`config.mk`:
```
export PLATFORM = sky130hd
export DESIGN_NAME = asti_top
export DESIGN_NICKNAME = d
export VERILOG_FILES = /design/src/asti_pkg.sv /design/src/asti_top.sv
export SDC_FILE = /design/constraint.sdc
export NUM_CORES = 1
export LEC_CHECK = 0
export BUFFER_PORTS_ARGS = -buffer_cell sky130_fd_sc_hd__buf_2
export CORE_MARGIN = 2
export CORE_UTILIZATION = 45
export CTS_BUF_LIST = sky130_fd_sc_hd__clkbuf_4
export DETAILED_ROUTE_END_ITERATION = 16
export PLACE_DENSITY_LB_ADDON = 0.05
export SLEW_MARGIN = 20
export SYNTH_ARGS = -nofsm -noshare
export SYNTH_HDL_FRONTEND = slang
export SYNTH_SLANG_ARGS = --single-unit
```
`constraint.sdc`:
```
create_clock -name i_sys_clk -period 7.3 [get_ports i_sys_clk]
set_clock_uncertainty 0.2 [all_clocks]
set_input_delay 1.46 -clock i_sys_clk [delete_from_list [all_inputs] [get_ports i_sys_clk]]
set_output_delay 1.46 -clock i_sys_clk [all_outputs]
set_load 0.05 [all_outputs]
```
`src/asti_pkg.sv`:
```
package asti_pkg;

  // Register indices; the byte address of each register is four times its index.
  localparam logic [7:0] ASTI_IDX_ADC_NEG = 8'h05;
  localparam logic [7:0] ASTI_IDX_DAC_NEG = 8'h06;
  localparam logic [7:0] ASTI_IDX_FMT     = 8'h07;
  localparam logic [7:0] ASTI_IDX_BDIV    = 8'h08;
  localparam logic [7:0] ASTI_IDX_RATE    = 8'h0e;
  localparam logic [7:0] ASTI_IDX_TRI     = 8'h18;
  localparam logic [7:0] ASTI_IDX_ENA     = 8'h20;
  localparam logic [7:0] ASTI_IDX_STAT    = 8'h21;

  // Only whole-word transfers are accepted for writes.
  localparam logic [2:0] ASTI_HSIZE_WORD = 3'h2;

  // Field positions inside the registers.
  localparam int unsigned ASTI_NEG_RIGHT_BIT = 6;
  localparam int unsigned ASTI_NEG_LEFT_BIT  = 5;
  localparam int unsigned ASTI_TRI_BIT       = 3;
  localparam int unsigned ASTI_ENA_ADC_BIT   = 0;
  localparam int unsigned ASTI_ENA_DAC_BIT   = 1;
  localparam int unsigned ASTI_STAT_RUN_BIT  = 0;
  localparam int unsigned ASTI_STAT_SIDE_BIT = 1;
  localparam int unsigned ASTI_STAT_SEEN_BIT = 2;
  localparam int unsigned ASTI_FMT_W         = 13;
  localparam int unsigned ASTI_RATE_W        = 11;

  // Reset values.
  localparam logic [12:0] ASTI_FMT_RESET  = 13'h000a;
  localparam logic [3:0]  ASTI_BDIV_RESET = 4'h4;
  localparam logic [10:0] ASTI_RATE_RESET = 11'h040;
  localparam logic [1:0]  ASTI_NEG_RESET  = 2'h0;
  localparam logic [1:0]  ASTI_ENA_RESET  = 2'h0;
  localparam logic        ASTI_TRI_RESET  = 1'b0;

  // Real sample width and the smallest usable frame length in bit clocks.
  localparam logic [5:0]  ASTI_SAMPLE_W = 6'h18;
  localparam logic [10:0] ASTI_RATE_MIN = 11'h002;

  typedef enum logic [1:0] {
    ASTI_FMT_RJ  = 2'h0,
    ASTI_FMT_LJ  = 2'h1,
    ASTI_FMT_I2S = 2'h2,
    ASTI_FMT_DSP = 2'h3
  } asti_format_t;

  typedef enum logic [1:0] {
    ASTI_WL_16 = 2'h0,
    ASTI_WL_20 = 2'h1,
    ASTI_WL_24 = 2'h2,
    ASTI_WL_32 = 2'h3
  } asti_wlen_t;

  // Layout of the serial port format control register, bits 12 down to 0.
  typedef struct packed {
    logic         dac_slot_mux_enable;
    logic         dac_slot_select;
    logic         adc_slot_mux_enable;
    logic         adc_slot_select;
    logic         adc_channel_swap;
    logic         bit_clock_polarity;
    logic         clock_master_sel;
    logic         dac_channel_swap;
    logic         frame_clock_polarity;
    asti_wlen_t   word_length_sel;
    asti_format_t frame_format_sel;
  } asti_fmt_t;

  typedef struct packed {
    logic [23:0] left;
    logic [23:0] right;
  } asti_pair_t;

  // Result of placing one bit-clock position inside the frame.
  typedef struct packed {
    logic       hit;
    logic       right;
    logic [5:0] idx;
  } asti_slot_t;

  typedef enum logic {
    ASTI_BUS_IDLE   = 1'b0,
    ASTI_BUS_RDWAIT = 1'b1
  } asti_bus_t;

endpackage

```
`src/asti_top.sv`:
```
// The implementer's own choice: the AHB-Lite interface to the registers.
`timescale 1ns/1ps
// Overview of operation
// - Each direction has its own TDM enable: one stereo slot or two per frame.
// - With TDM, ADC data goes out only in its slot, DAC taken only from its slot.
// - With TDM, the ADC output floats before and after its own slot.
// - Beyond the real 24 data bits of a word the output is not driven.
// - With TDM the bit clock must be fast enough for both slots in a frame.
// - Right and left ADC negate controls, both cleared at reset.
// - Right and left DAC negate controls, both cleared at reset.
// - ADC channel swap exchanges left and right samples on the serial output.
// - DAC channel swap exchanges received left and right samples.
// - Bit clock polarity control inverts the bit clock, cleared at reset.
// - Frame clock polarity inverts frame clock, or picks DSP mode A or B.
// - Word length field selects 16, 20, 24 or 32 bits, reset 24.
// - Format field selects right, left, I2S or DSP framing, reset I2S.
// - Port float control releases data output and both clock pins, overriding all.
// - Clock master select: 0 slave at reset, 1 master driving both clocks.
// - A master drives the clocks only while an ADC or DAC is enabled.
// - A slave keeps its clock outputs off; the partner supplies both clocks.
// - Master bit clock is the processing clock divided by the ratio that the 4-bit code selects.
// - Master frame clock is bit clock divided by an 11-bit field, reset 64.
// - Left justified: MSB on first rising bit clock after frame transition.
// - I2S: MSB on second rising bit clock after frame transition.
// - Right justified: LSB on last rising bit clock before frame transition.
// - With 32-bit words the lowest 8 bits are ignored or left undriven.
module asti_top
  import asti_pkg::*;
(
  input  wire logic        i_sys_clk,
  input  wire logic        i_srst,
  input  wire logic        i_hsel,
  input  wire logic [31:0] i_haddr,
  input  wire logic [1:0]  i_htrans,
  input  wire logic        i_hwrite,
  input  wire logic [2:0]  i_hsize,
  input  wire logic        i_hready,
  input  wire logic [31:0] i_hwdata,
  output logic      [31:0] o_hrdata,
  output logic             o_hreadyout,
  output logic             o_hresp,
  input  wire logic        i_bclk,
  output logic             o_bclk,
  output logic             o_bclk_oe,
  input  wire logic        i_lrclk,
  output logic             o_lrclk,
  output logic             o_lrclk_oe,
  output logic             o_adc_serial_out,
  output logic             o_adc_serial_out_oe,
  input  wire logic        i_dac_serial_in,
  input  wire asti_pair_t  i_adc_sample,
  output logic             o_adc_sample_take,
  output asti_pair_t       o_dac_sample,
  output logic             o_dac_sample_valid
);

  // Control registers.
  logic [1:0]  adc_neg_q;
  logic [1:0]  dac_neg_q;
  asti_fmt_t   fmt_q;
  logic [3:0]  bdiv_q;
  logic [10:0] rate_q;
  logic        tri_q;
  logic [1:0]  ena_q;

  // Bus tracking.
  asti_bus_t   bus_q;
  logic        wr_pend_q;
  logic [8:0]  wr_idx_q;
  logic [8:0]  rd_idx_q;
  logic [31:0] hrdata_q;
  logic [31:0] rd_val;
  logic        addr_phase;
  logic        addr_ok;

  // Synchronisers and edge events.
  logic [2:0]  bclk_s_q;
  logic [1:0]  lrclk_s_q;
  logic [1:0]  din_s_q;
  logic        s_rise_q;
  logic        s_fall_q;

  // Master clock generation.
  logic        use_master;
  logic        m_run;
  logic [5:0]  m_div;
  logic [5:0]  m_cnt_q;
  logic        m_bclk_q;
  logic        m_lr_q;
  logic        m_rise_q;
  logic        m_fall_q;
  logic [10:0] m_rate;
  logic [10:0] m_fc_q;
  logic [10:0] m_fc_n;

  // Frame tracking.
  logic        ev_rise;
  logic        ev_fall;
  logic        lr_lvl;
  logic        lr_prev_q;
  logic        is_dsp;
  logic        left_lvl;
  logic        trans;
  logic        frame_start;
  logic [11:0] kf_q;
  logic [11:0] k_n;
  logic [11:0] half_q;
  logic [11:0] half_n;
  logic        side_q;
  logic        side_n;
  logic        seen_q;
  logic [5:0]  wl_bits;
  asti_slot_t  tx_map;
  asti_slot_t  rx_map;

  // Sample paths.
  asti_pair_t  adc_hold_q;
  asti_pair_t  adc_neg_v;
  asti_pair_t  adc_new;
  asti_pair_t  adc_cur;
  asti_pair_t  rx_q;
  logic        dout_q;
  logic        doe_q;

  // Word length in bits from the two-bit field.
  always_comb begin
    case (fmt_q.word_length_sel)
      ASTI_WL_16: wl_bits = 6'h10;
      ASTI_WL_20: wl_bits = 6'h14;
      ASTI_WL_24: wl_bits = 6'h18;
      default:    wl_bits = 6'h20;
    endcase
  end

  // Bit clock divide ratio; reserved codes fall back to four, divide by one runs at two.
  always_comb begin
    case (bdiv_q)
      4'h0:    m_div = 6'h02;
      4'h2:    m_div = 6'h02;
      4'h3:    m_div = 6'h03;
      4'h6:    m_div = 6'h06;
      4'h7:    m_div = 6'h08;
      4'h9:    m_div = 6'h0c;
      4'ha:    m_div = 6'h10;
      4'hb:    m_div = 6'h18;
      4'hd:    m_div = 6'h20;
      4'he:    m_div = 6'h20;
      4'hf:    m_div = 6'h20;
      default: m_div = 6'h04;
    endcase
  end

  // Places bit-clock position k of the current half (or DSP frame) on a channel and bit.
  function automatic asti_slot_t slot_map(input asti_format_t f, input logic [5:0] wl,
                                          input logic tdm, input logic slot, input logic modeb,
                                          input logic [11:0] k, input logic side,
                                          input logic [11:0] hl);
    asti_slot_t  r;
    logic [12:0] w;
    logic [12:0] kk;
    logic [12:0] off;
    logic [12:0] span;
    logic [12:0] s;
    logic [12:0] base;
    w    = {7'h00, wl};
    kk   = {1'b0, k};
    off  = (tdm && slot) ? w : 13'h0000;
    span = tdm ? (w << 1) : w;
    r.right = side;
    case (f)
      ASTI_FMT_LJ:  s = 13'h0001 + off;
      ASTI_FMT_I2S: s = 13'h0002 + off;
      ASTI_FMT_RJ: begin
        if ({1'b0, hl} >= span) begin
          s = {1'b0, hl} - span + 13'h0001 + off;
        end else begin
          s = 13'h1fff;
        end
      end
      default: begin
        base = (modeb ? 13'h0001 : 13'h0002) + ((tdm && slot) ? (w << 1) : 13'h0000);
        if (kk >= base + w) begin
          s       = base + w;
          r.right = 1'b1;
        end else begin
          s       = base;
          r.right = 1'b0;
        end
      end
    endcase
    r.hit = (kk >= s) && (kk < s + w);
    r.idx = 6'(kk - s);
    return r;
  endfunction

  // Two's complement negation of a sample.
  function automatic logic [23:0] neg24(input logic en, input logic [23:0] x);
    return en ? 24'(~x + 24'h000001) : x;
  endfunction

  // Bus address phase qualification.
  assign addr_phase = i_hsel && i_htrans[1] && i_hready;
  assign addr_ok    = (i_haddr[31:10] == 22'h000000) && (i_haddr[1:0] == 2'h0);

  // Bus phase tracking; reads take one wait state so that a preceding write is seen.
  always_ff @(posedge i_sys_clk) begin
    if (i_srst) begin
      bus_q     <= ASTI_BUS_IDLE;
      wr_pend_q <= 1'b0;
      wr_idx_q  <= 9'h000;
      rd_idx_q  <= 9'h000;
      hrdata_q  <= 32'h00000000;
    end else begin
      case (bus_q)
        ASTI_BUS_IDLE: begin
          wr_pend_q <= addr_phase && i_hwrite && (i_hsize == ASTI_HSIZE_WORD);
          wr_idx_q  <= {addr_ok, i_haddr[9:2]};
          if (addr_phase && !i_hwrite) begin
            bus_q    <= ASTI_BUS_RDWAIT;
            rd_idx_q <= {addr_ok, i_haddr[9:2]};
          end
        end
        default: begin
          wr_pend_q <= 1'b0;
          hrdata_q  <= rd_val;
          bus_q     <= ASTI_BUS_IDLE;
        end
      endcase
    end
  end

  assign o_hreadyout = (bus_q == ASTI_BUS_IDLE);
  assign o_hresp     = 1'b0;
  assign o_hrdata    = hrdata_q;

  // Register read multiplexer; unmapped addresses read as zero.
  always_comb begin
    rd_val = 32'h00000000;
    if (!rd_idx_q[8]) begin
      rd_val = 32'h00000000;
    end else if (rd_idx_q[7:0] == ASTI_IDX_ADC_NEG) begin
      rd_val[ASTI_NEG_RIGHT_BIT] = adc_neg_q[1];
      rd_val[ASTI_NEG_LEFT_BIT]  = adc_neg_q[0];
    end else if (rd_idx_q[7:0] == ASTI_IDX_DAC_NEG) begin
      rd_val[ASTI_NEG_RIGHT_BIT] = dac_neg_q[1];
      rd_val[ASTI_NEG_LEFT_BIT]  = dac_neg_q[0];
    end else if (rd_idx_q[7:0] == ASTI_IDX_FMT) begin
      rd_val[ASTI_FMT_W-1:0] = fmt_q;
    end else if (rd_idx_q[7:0] == ASTI_IDX_BDIV) begin
      rd_val[3:0] = bdiv_q;
    end else if (rd_idx_q[7:0] == ASTI_IDX_RATE) begin
      rd_val[ASTI_RATE_W-1:0] = rate_q;
    end else if (rd_idx_q[7:0] == ASTI_IDX_TRI) begin
      rd_val[ASTI_TRI_BIT] = tri_q;
    end else if (rd_idx_q[7:0] == ASTI_IDX_ENA) begin
      rd_val[ASTI_ENA_ADC_BIT] = ena_q[0];
      rd_val[ASTI_ENA_DAC_BIT] = ena_q[1];
    end else if (rd_idx_q[7:0] == ASTI_IDX_STAT) begin
      rd_val[ASTI_STAT_RUN_BIT]  = m_run;
      rd_val[ASTI_STAT_SIDE_BIT] = side_q;
      rd_val[ASTI_STAT_SEEN_BIT] = seen_q;
    end
  end

  // Register writes in the data phase.
  always_ff @(posedge i_sys_clk) begin
    if (i_srst) begin
      adc_neg_q <= ASTI_NEG_RESET;
      dac_neg_q <= ASTI_NEG_RESET;
      fmt_q     <= asti_fmt_t'(ASTI_FMT_RESET);
      bdiv_q    <= ASTI_BDIV_RESET;
      rate_q    <= ASTI_RATE_RESET;
      tri_q     <= ASTI_TRI_RESET;
      ena_q     <= ASTI_ENA_RESET;
    end else if (wr_pend_q && wr_idx_q[8]) begin
      if (wr_idx_q[7:0] == ASTI_IDX_ADC_NEG) begin
        adc_neg_q <= {i_hwdata[ASTI_NEG_RIGHT_BIT], i_hwdata[ASTI_NEG_LEFT_BIT]};
      end else if (wr_idx_q[7:0] == ASTI_IDX_DAC_NEG) begin
        dac_neg_q <= {i_hwdata[ASTI_NEG_RIGHT_BIT], i_hwdata[ASTI_NEG_LEFT_BIT]};
      end else if (wr_idx_q[7:0] == ASTI_IDX_FMT) begin
        fmt_q <= asti_fmt_t'(i_hwdata[ASTI_FMT_W-1:0]);
      end else if (wr_idx_q[7:0] == ASTI_IDX_BDIV) begin
        bdiv_q <= i_hwdata[3:0];
      end else if (wr_idx_q[7:0] == ASTI_IDX_RATE) begin
        rate_q <= i_hwdata[ASTI_RATE_W-1:0];
      end else if (wr_idx_q[7:0] == ASTI_IDX_TRI) begin
        tri_q <= i_hwdata[ASTI_TRI_BIT];
      end else if (wr_idx_q[7:0] == ASTI_IDX_ENA) begin
        ena_q <= {i_hwdata[ASTI_ENA_DAC_BIT], i_hwdata[ASTI_ENA_ADC_BIT]};
      end
    end
  end

  // Pin synchronisers and slave edge events, delayed one cycle so the frame level is settled.
  always_ff @(posedge i_sys_clk) begin
    if (i_srst) begin
      bclk_s_q  <= 3'h0;
      lrclk_s_q <= 2'h0;
      din_s_q   <= 2'h0;
      s_rise_q  <= 1'b0;
      s_fall_q  <= 1'b0;
    end else begin
      bclk_s_q  <= {bclk_s_q[1:0], i_bclk};
      lrclk_s_q <= {lrclk_s_q[0], i_lrclk};
      din_s_q   <= {din_s_q[0], i_dac_serial_in};
      s_rise_q  <= ((bclk_s_q[1] ^ fmt_q.bit_clock_polarity) == 1'b1) &&
                   ((bclk_s_q[2] ^ fmt_q.bit_clock_polarity) == 1'b0);
      s_fall_q  <= ((bclk_s_q[1] ^ fmt_q.bit_clock_polarity) == 1'b0) &&
                   ((bclk_s_q[2] ^ fmt_q.bit_clock_polarity) == 1'b1);
    end
  end

  // Master role only when selected and the port is not floated.
  assign use_master = fmt_q.clock_master_sel && !tri_q;
  assign m_run      = use_master && (ena_q != 2'h0);
  assign m_rate     = (rate_q < ASTI_RATE_MIN) ? ASTI_RATE_MIN : rate_q;
  assign m_fc_n     = (m_fc_q >= m_rate - 11'h001) ? 11'h000 : m_fc_q + 11'h001;

  // Master bit clock divider from the processing clock.
  always_ff @(posedge i_sys_clk) begin
    if (i_srst || !m_run) begin
      m_cnt_q  <= 6'h00;
      m_bclk_q <= 1'b0;
      m_rise_q <= 1'b0;
      m_fall_q <= 1'b0;
    end else begin
      m_cnt_q  <= (m_cnt_q >= m_div - 6'h01) ? 6'h00 : m_cnt_q + 6'h01;
      m_rise_q <= (m_cnt_q == m_div - 6'h01);
      m_fall_q <= (m_cnt_q == (m_div >> 1) - 6'h01);
      if (m_cnt_q == m_div - 6'h01) begin
        m_bclk_q <= 1'b1;
      end else if (m_cnt_q == (m_div >> 1) - 6'h01) begin
        m_bclk_q <= 1'b0;
      end
    end
  end

  // Master frame clock, changing with the falling bit clock edge.
  always_ff @(posedge i_sys_clk) begin
    if (i_srst || !m_run) begin
      m_fc_q <= m_rate - 11'h001;
      m_lr_q <= 1'b0;
    end else if (m_cnt_q == (m_div >> 1) - 6'h01) begin
      m_fc_q <= m_fc_n;
      if (fmt_q.frame_format_sel == ASTI_FMT_DSP) begin
        m_lr_q <= (m_fc_n == 11'h000);
      end else if (fmt_q.frame_format_sel == ASTI_FMT_I2S) begin
        m_lr_q <= (m_fc_n >= (m_rate >> 1)) ^ fmt_q.frame_clock_polarity;
      end else begin
        m_lr_q <= (m_fc_n < (m_rate >> 1)) ^ fmt_q.frame_clock_polarity;
      end
    end
  end

  // Clock pins are driven only by a running master.
  assign o_bclk     = m_bclk_q ^ fmt_q.bit_clock_polarity;
  assign o_bclk_oe  = m_run;
  assign o_lrclk    = m_lr_q;
  assign o_lrclk_oe = m_run;

  // Common event stream for both roles.
  assign ev_rise  = use_master ? m_rise_q : s_rise_q;
  assign ev_fall  = use_master ? m_fall_q : s_fall_q;
  assign lr_lvl   = use_master ? m_lr_q : lrclk_s_q[1];
  assign is_dsp   = (fmt_q.frame_format_sel == ASTI_FMT_DSP);
  assign left_lvl = (lr_lvl ^ fmt_q.frame_clock_polarity) ==
                    (fmt_q.frame_format_sel != ASTI_FMT_I2S);
  assign trans    = is_dsp ? (lr_lvl && !lr_prev_q) : (lr_lvl != lr_prev_q);
  assign frame_start = ev_fall && trans && (is_dsp || left_lvl);
  assign k_n      = trans ? 12'h001 : ((kf_q == 12'hfff) ? kf_q : kf_q + 12'h001);
  assign half_n   = trans ? kf_q : half_q;
  assign side_n   = trans ? (!is_dsp && !left_lvl) : side_q;

  // Position of the next rising bit clock edge within the current half or frame.
  always_ff @(posedge i_sys_clk) begin
    if (i_srst) begin
      lr_prev_q <= 1'b0;
      kf_q      <= 12'h000;
      half_q    <= 12'h000;
      side_q    <= 1'b0;
      seen_q    <= 1'b0;
    end else if (ev_fall) begin
      lr_prev_q <= lr_lvl;
      kf_q      <= k_n;
      half_q    <= half_n;
      side_q    <= side_n;
      seen_q    <= seen_q || frame_start;
    end
  end

  // Bit placement for each direction with its own slot controls.
  assign tx_map = slot_map(fmt_q.frame_format_sel, wl_bits, fmt_q.adc_slot_mux_enable,
                           fmt_q.adc_slot_select, fmt_q.frame_clock_polarity,
                           k_n, side_n, half_n);
  assign rx_map = slot_map(fmt_q.frame_format_sel, wl_bits, fmt_q.dac_slot_mux_enable,
                           fmt_q.dac_slot_select, fmt_q.frame_clock_polarity,
                           kf_q, side_q, half_q);

  // Negated, then swapped ADC sample; a frame's first bit is sent from it directly.
  assign adc_neg_v = {neg24(adc_neg_q[0], i_adc_sample.left),
                      neg24(adc_neg_q[1], i_adc_sample.right)};
  assign adc_new   = fmt_q.adc_channel_swap ? asti_pair_t'({adc_neg_v.right, adc_neg_v.left})
                                            : adc_neg_v;
  assign adc_cur   = frame_start ? adc_new : adc_hold_q;

  // ADC samples are latched at frame start.
  always_ff @(posedge i_sys_clk) begin
    if (i_srst) begin
      adc_hold_q        <= '0;
      o_adc_sample_take <= 1'b0;
    end else begin
      o_adc_sample_take <= frame_start && ena_q[ASTI_ENA_ADC_BIT];
      if (frame_start && ena_q[ASTI_ENA_ADC_BIT]) begin
        adc_hold_q <= adc_new;
      end
    end
  end

  // Serial output bit and its enable, updated on the falling bit clock edge.
  always_ff @(posedge i_sys_clk) begin
    if (i_srst || !ena_q[ASTI_ENA_ADC_BIT]) begin
      dout_q <= 1'b0;
      doe_q  <= 1'b0;
    end else if (ev_fall) begin
      if (tx_map.hit && (tx_map.idx < ASTI_SAMPLE_W)) begin
        dout_q <= tx_map.right ? adc_cur.right[5'(6'h17 - tx_map.idx)]
                               : adc_cur.left[5'(6'h17 - tx_map.idx)];
        doe_q  <= 1'b1;
      end else if (tx_map.hit) begin
        dout_q <= 1'b0;
        doe_q  <= 1'b0;
      end else begin
        dout_q <= 1'b0;
        doe_q  <= !fmt_q.adc_slot_mux_enable;
      end
    end
  end

  assign o_adc_serial_out    = dout_q;
  assign o_adc_serial_out_oe = doe_q && !tri_q;

  // DAC bits are taken on the rising bit clock edge; bits past 24 are ignored.
  always_ff @(posedge i_sys_clk) begin
    if (i_srst || frame_start) begin
      rx_q <= '0;
    end else if (ev_rise && rx_map.hit && (rx_map.idx < ASTI_SAMPLE_W)) begin
      if (rx_map.right) begin
        rx_q.right[5'(6'h17 - rx_map.idx)] <= din_s_q[1];
      end else begin
        rx_q.left[5'(6'h17 - rx_map.idx)] <= din_s_q[1];
      end
    end
  end

  // Received samples are swapped, then negated per DAC channel, at the next frame start.
  always_ff @(posedge i_sys_clk) begin
    if (i_srst) begin
      o_dac_sample       <= '0;
      o_dac_sample_valid <= 1'b0;
    end else begin
      o_dac_sample_valid <= frame_start && seen_q && ena_q[ASTI_ENA_DAC_BIT];
      if (frame_start && seen_q && ena_q[ASTI_ENA_DAC_BIT]) begin
        if (fmt_q.dac_channel_swap) begin
          o_dac_sample.left  <= neg24(dac_neg_q[0], rx_q.right);
          o_dac_sample.right <= neg24(dac_neg_q[1], rx_q.left);
        end else begin
          o_dac_sample.left  <= neg24(dac_neg_q[0], rx_q.left);
          o_dac_sample.right <= neg24(dac_neg_q[1], rx_q.right);
        end
      end
    end
  end

endmodule // asti_top

```
# Word-level counts from Yosys, hierarchy flattened
# Memory sizes are Yosys's and may differ from the RTL's. A register that Yosys moved wholly into a read port is not among the register bits.
# Cells that the tools add are included.
[word_totals]
output_inout_bits = 90
regBits = 273
elab_cells = 281
input_bits = 125
rom_bits = 96
mem_count = 1
[op_classes]
n_lt_le_gt_ge = 18
n_bitwise = 20
muxes = 76
n_reduce_logical = 61
n_eq_ne = 27
addsub = 30
[mem_list]
columns = ["name", "words", "width", "read_ports", "rd_clocked_by_memory_dff", "write_ports", "line", "source"]
rows = [
  ["(name not given)", 16, 6, 1, 1, 0, "asti_top.sv:137", "case (bdiv_q)"],
]
[op_table]
columns = ["cell", "count"]
rows = [
  ["$mux W24", 6],
  ["$mux W48", 3],
  ["$add A24 B1 Y24 const B", 4],
  ["$not A24 Y24", 4],
  ["$pmux W13 S3", 2],
  ["$add A13 B6 Y13", 5],
  ["$mux W11", 5],
  ["$mux W13", 4],
  ["$bwmux W24", 2],
  ["$eq A8 B3 Y1 const B", 6],
  ["$mux W7", 6],
  ["$ge A12 B13 Y1", 3],
  ["$mux W12", 3],
  ["$eq A8 B4 Y1 const B", 4],
  ["$logic_and A1 B1 Y1", 27],
  ["$add A13 B1 Y13 const B", 2],
  ["$lt A12 B13 Y1", 2],
  ["$sub A12 B7 Y13", 2],
  ["$eq A8 B6 Y1 const B", 3],
  ["$ge A12 B7 Y1", 2],
  ["$mux W6", 4],
  ["$mux W1", 23],
  ["$logic_not A22 Y1", 1],
  ["$pmux W6 S3", 1],
  ["54 further kinds", 108],
]

# Longest topological paths before layout
[logic_depth]
ltp_word = 17
mapped_depth = 36
depth_no_buf = 33

# Least setup slack after synthesis
# OpenSTA, ideal clock, no wires.
[synth_path]
kind = "reg-to-reg"
startpoint = "register tri_q"
endpoint = "register dout_q, in the netlist o_adc_serial_out"
period_less_slack_ns = 6.874
setup_ns = 0.092
t_required_ns = 7.008
setup_slack_ns = 0.426
path_stages_with_launch = 37
t_arrival_ns = 6.582
n_path_buf = 3
cell_sequence = "dfxtp_1 nand2b_1 clkbuf_1 mux2i_1 inv_1 ha_1 inv_1 mux2_2 clkbuf_1 buf_1 nor2_1 ha_1 nand2b_1 a211oi_1 o21ai_0 a41o_1 a21oi_1 mux2i_1 nand2_1 o21ai_0 nand2_1 o21ai_0 ha_1 a21o_1 a21oi_1 nor2b_1 o21bai_1 nand2b_1 mux2_2 ha_1 nor2b_1 o21ai_0 nand2b_1 a21oi_1 and2_1 o211ai_1 o32ai_1"
[synth_via]
elab_chain_cells = 17
word_cells_on_any_way = 42
cone_classes = "add/sub: 6; order compare: 5; eq/ne: 2; mux: 18; bitwise: 1; reduce/logical: 10"
[synth_lines]
columns = ["element", "line", "source"]
rows = [
  ["start, declared", "asti_top.sv:63", "logic tri_q;"],
  ["start signal, assigned", "asti_top.sv:287", "tri_q <= i_hwdata[ASTI_TRI_BIT];"],
  ["$logic_not A1 Y1 *", "asti_top.sv:314", "assign use_master = fmt_q.clock_master_sel && !tri_q;"],
  ["$logic_and A1 B1 Y1 *", "asti_top.sv:314", ""],
  ["$mux W1 *", "asti_top.sv:364", "assign lr_lvl = use_master ? m_lr_q : lrclk_s_q[1];"],
  ["net lr_lvl", "asti_top.sv:99", "logic lr_lvl;"],
  ["$ne A1 B1 Y1 or $logic_and A1 B1 Y1 (tied branches)", "asti_top.sv:368", "assign trans = is_dsp ? (lr_lvl && !lr_prev_q) : (lr_lvl != lr_prev_q);"],
  ["$mux W1", "asti_top.sv:368", ""],
  ["$mux W12", "asti_top.sv:371", "assign half_n = trans ? kf_q : half_q;"],
  ["$sub A12 B7 Y13", "asti_top.sv:175", "s = {1'b0, hl} - span + 13'h0001 + off;"],
  ["[2 not listed]", "n/a", ""],
  ["$mux W13", "asti_top.sv:174", "if ({1'b0, hl} >= span) begin"],
  ["$pmux W13 S3", "asti_top.sv:170", "case (f)"],
  ["$sub A6 B6 Y6", "asti_top.sv:192", "r.idx = 6'(kk - s);"],
  ["$sub A5 B5 Y5", "asti_top.sv:426, asti_top.sv:427", ""],
  ["$bmux W1 S5, on equally long branches", "asti_top.sv:427, asti_top.sv:426", ""],
  ["$mux W1, on equally long branches", "asti_top.sv:427, asti_top.sv:426", ""],
  ["$mux W1", "asti_top.sv:426", "dout_q <= tx_map.right ? adc_cur.right[5'(6'h17 - tx_map.idx)]"],
  ["$mux W1 *", "asti_top.sv:425", "if (tx_map.hit && (tx_map.idx < ASTI_SAMPLE_W)) begin"],
  ["end signal, assigned", "asti_top.sv:426", ""],
  ["end, declared", "asti_top.sv:122", "logic dout_q;"],
]
# Mark *: on every way through the listed nets, which the timed path passes. The rest lies on a longest branch. The select of a mux whose other input is x is not followed.
# A chain may end at the register's enable or synchronous reset.

# Worst setup path after layout
[layout_path]
startpoint = "register fmt_q[11] (netlist bit)"
endpoint = "register rx_q[18] (netlist bit)"
[layout_via]
elab_chain_cells = 14
word_cells_on_any_way = 30
cone_classes = "add/sub: 8; order compare: 6; mux: 10; reduce/logical: 6"
[layout_lines]
columns = ["element", "line", "source"]
rows = [
  ["start, declared", "asti_top.sv:60", "asti_fmt_t fmt_q;"],
  ["start signal, assigned", "asti_top.sv:270", "fmt_q <= asti_fmt_t'(ASTI_FMT_RESET);"],
  ["start signal, assigned", "asti_top.sv:281", "fmt_q <= asti_fmt_t'(i_hwdata[ASTI_FMT_W-1:0]);"],
  ["$logic_and A1 B1 Y1 *", "asti_top.sv:167, asti_top.sv:181", ""],
  ["$mux W7", "asti_top.sv:181", "base = (modeb ? 13'h0001 : 13'h0002) + ((tdm && slot) ? (w << 1) : 13'h0000);"],
  ["$add A2 B7 Y8", "asti_top.sv:181", ""],
  ["$add A8 B6 Y9", "asti_top.sv:182, asti_top.sv:183", ""],
  ["$ge A12 B9 Y1", "asti_top.sv:182", "if (kk >= base + w) begin"],
  ["$mux W9", "asti_top.sv:182", ""],
  ["$pmux W13 S3", "asti_top.sv:170", ""],
  ["$sub A6 B6 Y6", "asti_top.sv:192", ""],
  ["$sub A5 B5 Y5", "asti_top.sv:448", "rx_q.right[5'(6'h17 - rx_map.idx)] <= din_s_q[1];"],
  ["$lt A5 B6 Y1 (not written as such) or $ge A5 B1 Y1 (tied branches)", "asti_top.sv:448", ""],
  ["$logic_and A1 B1 Y1 (not written as such)", "asti_top.sv:448", ""],
  ["$mux W1 (not written as such)", "asti_top.sv:448", ""],
  ["$demux W1 S5", "asti_top.sv:448", ""],
  ["$bwmux W24", "asti_top.sv:448", ""],
  ["end, declared", "asti_top.sv:121", "asti_pair_t rx_q;"],
]
# Mark *: on every way between the ends. The rest lies on a longest branch, timed or not.

==> impl_results.md <==
* Run status: complete, no violations
* Period utilisation layout at 93.1%
* Met3 wire len at between 3000 and 4000 µm
* Area grow syn2layout at 11.2%
* Clk buf depth at 3
* Maxcap violations at 0
* Crit path max-delay family: compound AO/OA/AOI/OAI gates
* Die H at 229 µm
* Total Wirelength at 71,700 µm
* Maximum number of pins on one net before global-route repair at 87
* Worst R2R End: rx_q[18]
* Crit path capture: rx_q[18]
* Clk_lat worst skew at about 0.86 ns
* Multiplexer share of the synthesized area at approximately 8.1%
* Critical Path Stages at 30
* Initial antenna violation count at 1
* Slew Limit Headroom at 26.6%
* Post-Syn Instances at 3,003
* Hold path cells at 1
* Post-synth EDFFs at 11
* Min Tclk post-route at about 6.8 ns
* Area contributors post-synth: dfxtp_1 (24%), ha_1 (8.7%), nand2_1 (6.8%)
* Vias in the first global route at ~21k
* # IOs at between 200 and 250
* Final instance area at between 20,000 and 30,000 µm²
* First-pass GRT wire length at roughly 110,000 µm
* Share of layout cells above drive strength 1 at 14.3%
* PwrDens at 130 nW/µm²
* Die X at between 200 and 250 µm
* Worst Tran Pin Value at 1.10 ns
* Clk sinks at 279
* Maximum vdd drop at 0.106 mV
* Remaining DRCs at 0
* Drt pass-1 iters at 5
* Via count at 22.1k
* Yosys cell types at around 90
* FF-to-FF path depth at 30
* Critical path's largest stage delay at around 0.5 ns
* Part of the Yosys area used for sequential elements at 25.1%
* Met2 WL at 33,800 µm
* Site Rows at just over 80
* Synth top area share at about a quarter
* Initial drt markers at 1,466
* DP HPWL at roughly 53,000 µm
* WP buf/inv at 2
* GRT Util Overall at 26.8%
* Leakage at 0.0106 µW
* Post-Synth XOR/XNOR Area at between 7 and 8%
* Simple-gate share of the synthesized area at 23.5%
* Post-synthesis area per instance at 7.57 µm²
* Final Hold Vio Count at 0
* Largest family of logic cells by synthesized area: simple AND/OR/NAND/NOR gates
* Clock root buffer: clkbuf_4
* Final core occ at 50.6%
* Synth Area in Compound Gates at 20.4%
* Worst path most repeated cell: ha_1
* Ys flop type: dfxtp_1
* Worst setup EP type: flop
* Grt ovf at 0
* Worst setup SP type: flop
* Critical-path top delay cell: dfxtp_1
* Type of the worst min-delay path: flop to flop
* Post-route antenna net violation count at 0
* Highest Signal Layer: met4
* Nets at 3,427
* Clock transition at the registers of the reported paths at around 0.06 ns
* Die ar. at 52,300 µm²
* Placed instance area at 24,200 µm²
* CP arrival at 7.22 ns
* Critical Path RT at between 7 and 8 ns
* CTS tree: done
* Vias per cell at 5.71
* Worst r2r src: fmt_q[11]
* Area leader, netlist: dfxtp_1
* Routability cong. at between 0.8 and 0.9
* R2R Setup Slk at 0.50 ns
* H-tree levels at 3
* Post-synthesis adder-cell area fraction at 9.76%
* Core footprint at 50,000 µm²
* Asr flop ratio synth at 0%
* Avg WL per Cell at 18.6 µm
* F_max at 0.147 GHz
* Wl on met1 at roughly 33,000 µm
* Max FO, Critical Path at 48
* Worst setup path start: fmt_q[11]
* Mapped cell area at 22,700 µm²
* TritonCTS Buffers at between 80 and 90
* Starting Density at 45.5%
* Yosys reg bits at between 200 and 300
* Max-slew violation count at 0
* Synthesis warning total at 0
* Kind of critical path: flop to flop
* Final setup viols at 0
* IO Port Bufs at 174
per-layer routing:
layer | track usage, % | vias to the layer above
li1 | - | 10910
met1 | 34.9 | 10467
met2 | 45.0 | 550
met3 | 3.34 | 128
met4 | 10.5 | 0
met5 | 0 | -
worst min-delay path by stage:
| stage | from | to |
|---|---|---|
| after global routing | din_s_q[0] | din_s_q[1] |
| after CTS | din_s_q[0] | din_s_q[1] |
| after global placement | adc_hold_q[42] | adc_hold_q[42] |
| after detailed placement | din_s_q[0] | din_s_q[1] |
| final | din_s_q[0] | din_s_q[1] |
| after floorplan | bclk_s_q[0] | bclk_s_q[1] |
sequential cells by signal (all words and copies together) (netlist names), 4 cells and up:
name / count
adc_hold_q: 48
bdiv_q: 4
fmt_q: 13
half_q: 12
kf_q: 12
m_cnt_q: 6
m_div: 6
m_fc_q: 11
o_dac_sample: 48
o_hrdata: 13
rate_q: 11
rd_idx_q: 9
rx_q: 48
wr_idx_q: 9
cells in the mapped netlist (11+ instances only):
cell type / n
a211o_1: 11
a211oi_1: 34
a21o_1: 39
a21oi_1: 236
a31oi_1: 20
and2_1: 12
and3_1: 31
buf_1: 13
buf_4: 21
clkbuf_1: 173
dfxtp_1: 268
edfxtp_1: 11
fa_1: 12
ha_1: 158
inv_1: 130
mux2_2: 11
mux2i_1: 149
nand2_1: 411
nand2b_1: 35
nand3_1: 107
nand4_1: 21
nor2_1: 289
nor2b_1: 41
nor3_1: 64
nor4_1: 19
o211ai_1: 57
o21a_1: 26
o21ai_0: 95
o21ai_1: 17
o31ai_1: 34
o41ai_1: 12
or2_2: 16
or3_1: 35
or4_1: 18
xnor2_1: 100
xor2_1: 82
cell type report:
| cell class | instances | area (µm²) |
|---|---|---|
| Multi-Input combinational cell | 2395 | 15800 |
| Sequential cell | 279 | 5700 |
| Inverter | 131 | 492 |
| Tap cell | 672 | 841 |
| Clock buffer | 120 | 901 |
| Timing Repair Buffer | 242 | 1430 |
| Fill cell | 5050 | 24700 |
| Antenna cell | 1 | 2.50 |
| Clock inverter | 20 | 133 |
through the flow:
stage          power [µW]  std cells  hold WS (ns)  setup WS [ns]  TNS [ns]
2_1_floorplan        1700       3022         0.214          0.426         0
3_3_place_gp         1780       3718         0.236          0.363         0
3_5_place_dp         1780       3719         0.229          0.328         0
4_1_cts              3320       3859         0.245          0.224         0
5_1_grt              3430       3860         0.269       -0.00209  -0.00313
6_report             3280       3860         0.243          0.501         0
kinds of logic (layout without fill, tap and decap cells):
logic type               Yosys count  after routing
multiplexers                     172            172
other                              1             21
AND/OR/NAND/NOR                 1145           1145
buffers and inverters            348            513
AO/OA/AOI/OAI                    706            706
XOR/XNOR                         182            182
adder cells (fa/ha/maj)          170            170
flip-flops                       279            279
repair_timing:
item | in CTS | in global routing
gates resized for setup | 0 | 20
hold buffers | 0 | 0
setup buffers | 0 | 0
endpoints found under the setup margin | 0 | 50
hold endpoints to repair | 0 | 0
placed cells by master (no fill, tap or decap), types with 10 or more instances in the layout:
cell,instances
o2111ai_1,10
nor4_1,19
dfxtp_1,263
mux2_2,11
or2_2,16
and2_1,12
nor2_1,283
and3_1,30
a31oi_1,19
o21a_1,26
nor2b_1,40
a21oi_1,233
or3_1,35
clkbuf_4,120
o211ai_1,57
o41ai_1,12
nand2b_1,35
o21ai_0,92
xnor2_1,100
o21ai_1,18
nand3_1,106
buf_4,65
nand2_1,410
or4_1,18
a21o_1,39
inv_1,130
nor3_1,64
a211oi_1,34
xor2_1,82
nand4_1,21
edfxtp_1,11
ha_1,158
mux2i_1,148
o31ai_1,34
a211o_1,11
clkinv_1,13
buf_2,173
fa_1,12
conb_1,20
power by group:
part,switching (µW),internal [µW],total (µW)
registers,6.22,1540,1540
clock network,738,790,1530
logic,143,62.4,206
total,888,2390,3280
(Power assumes the default switching activity.)
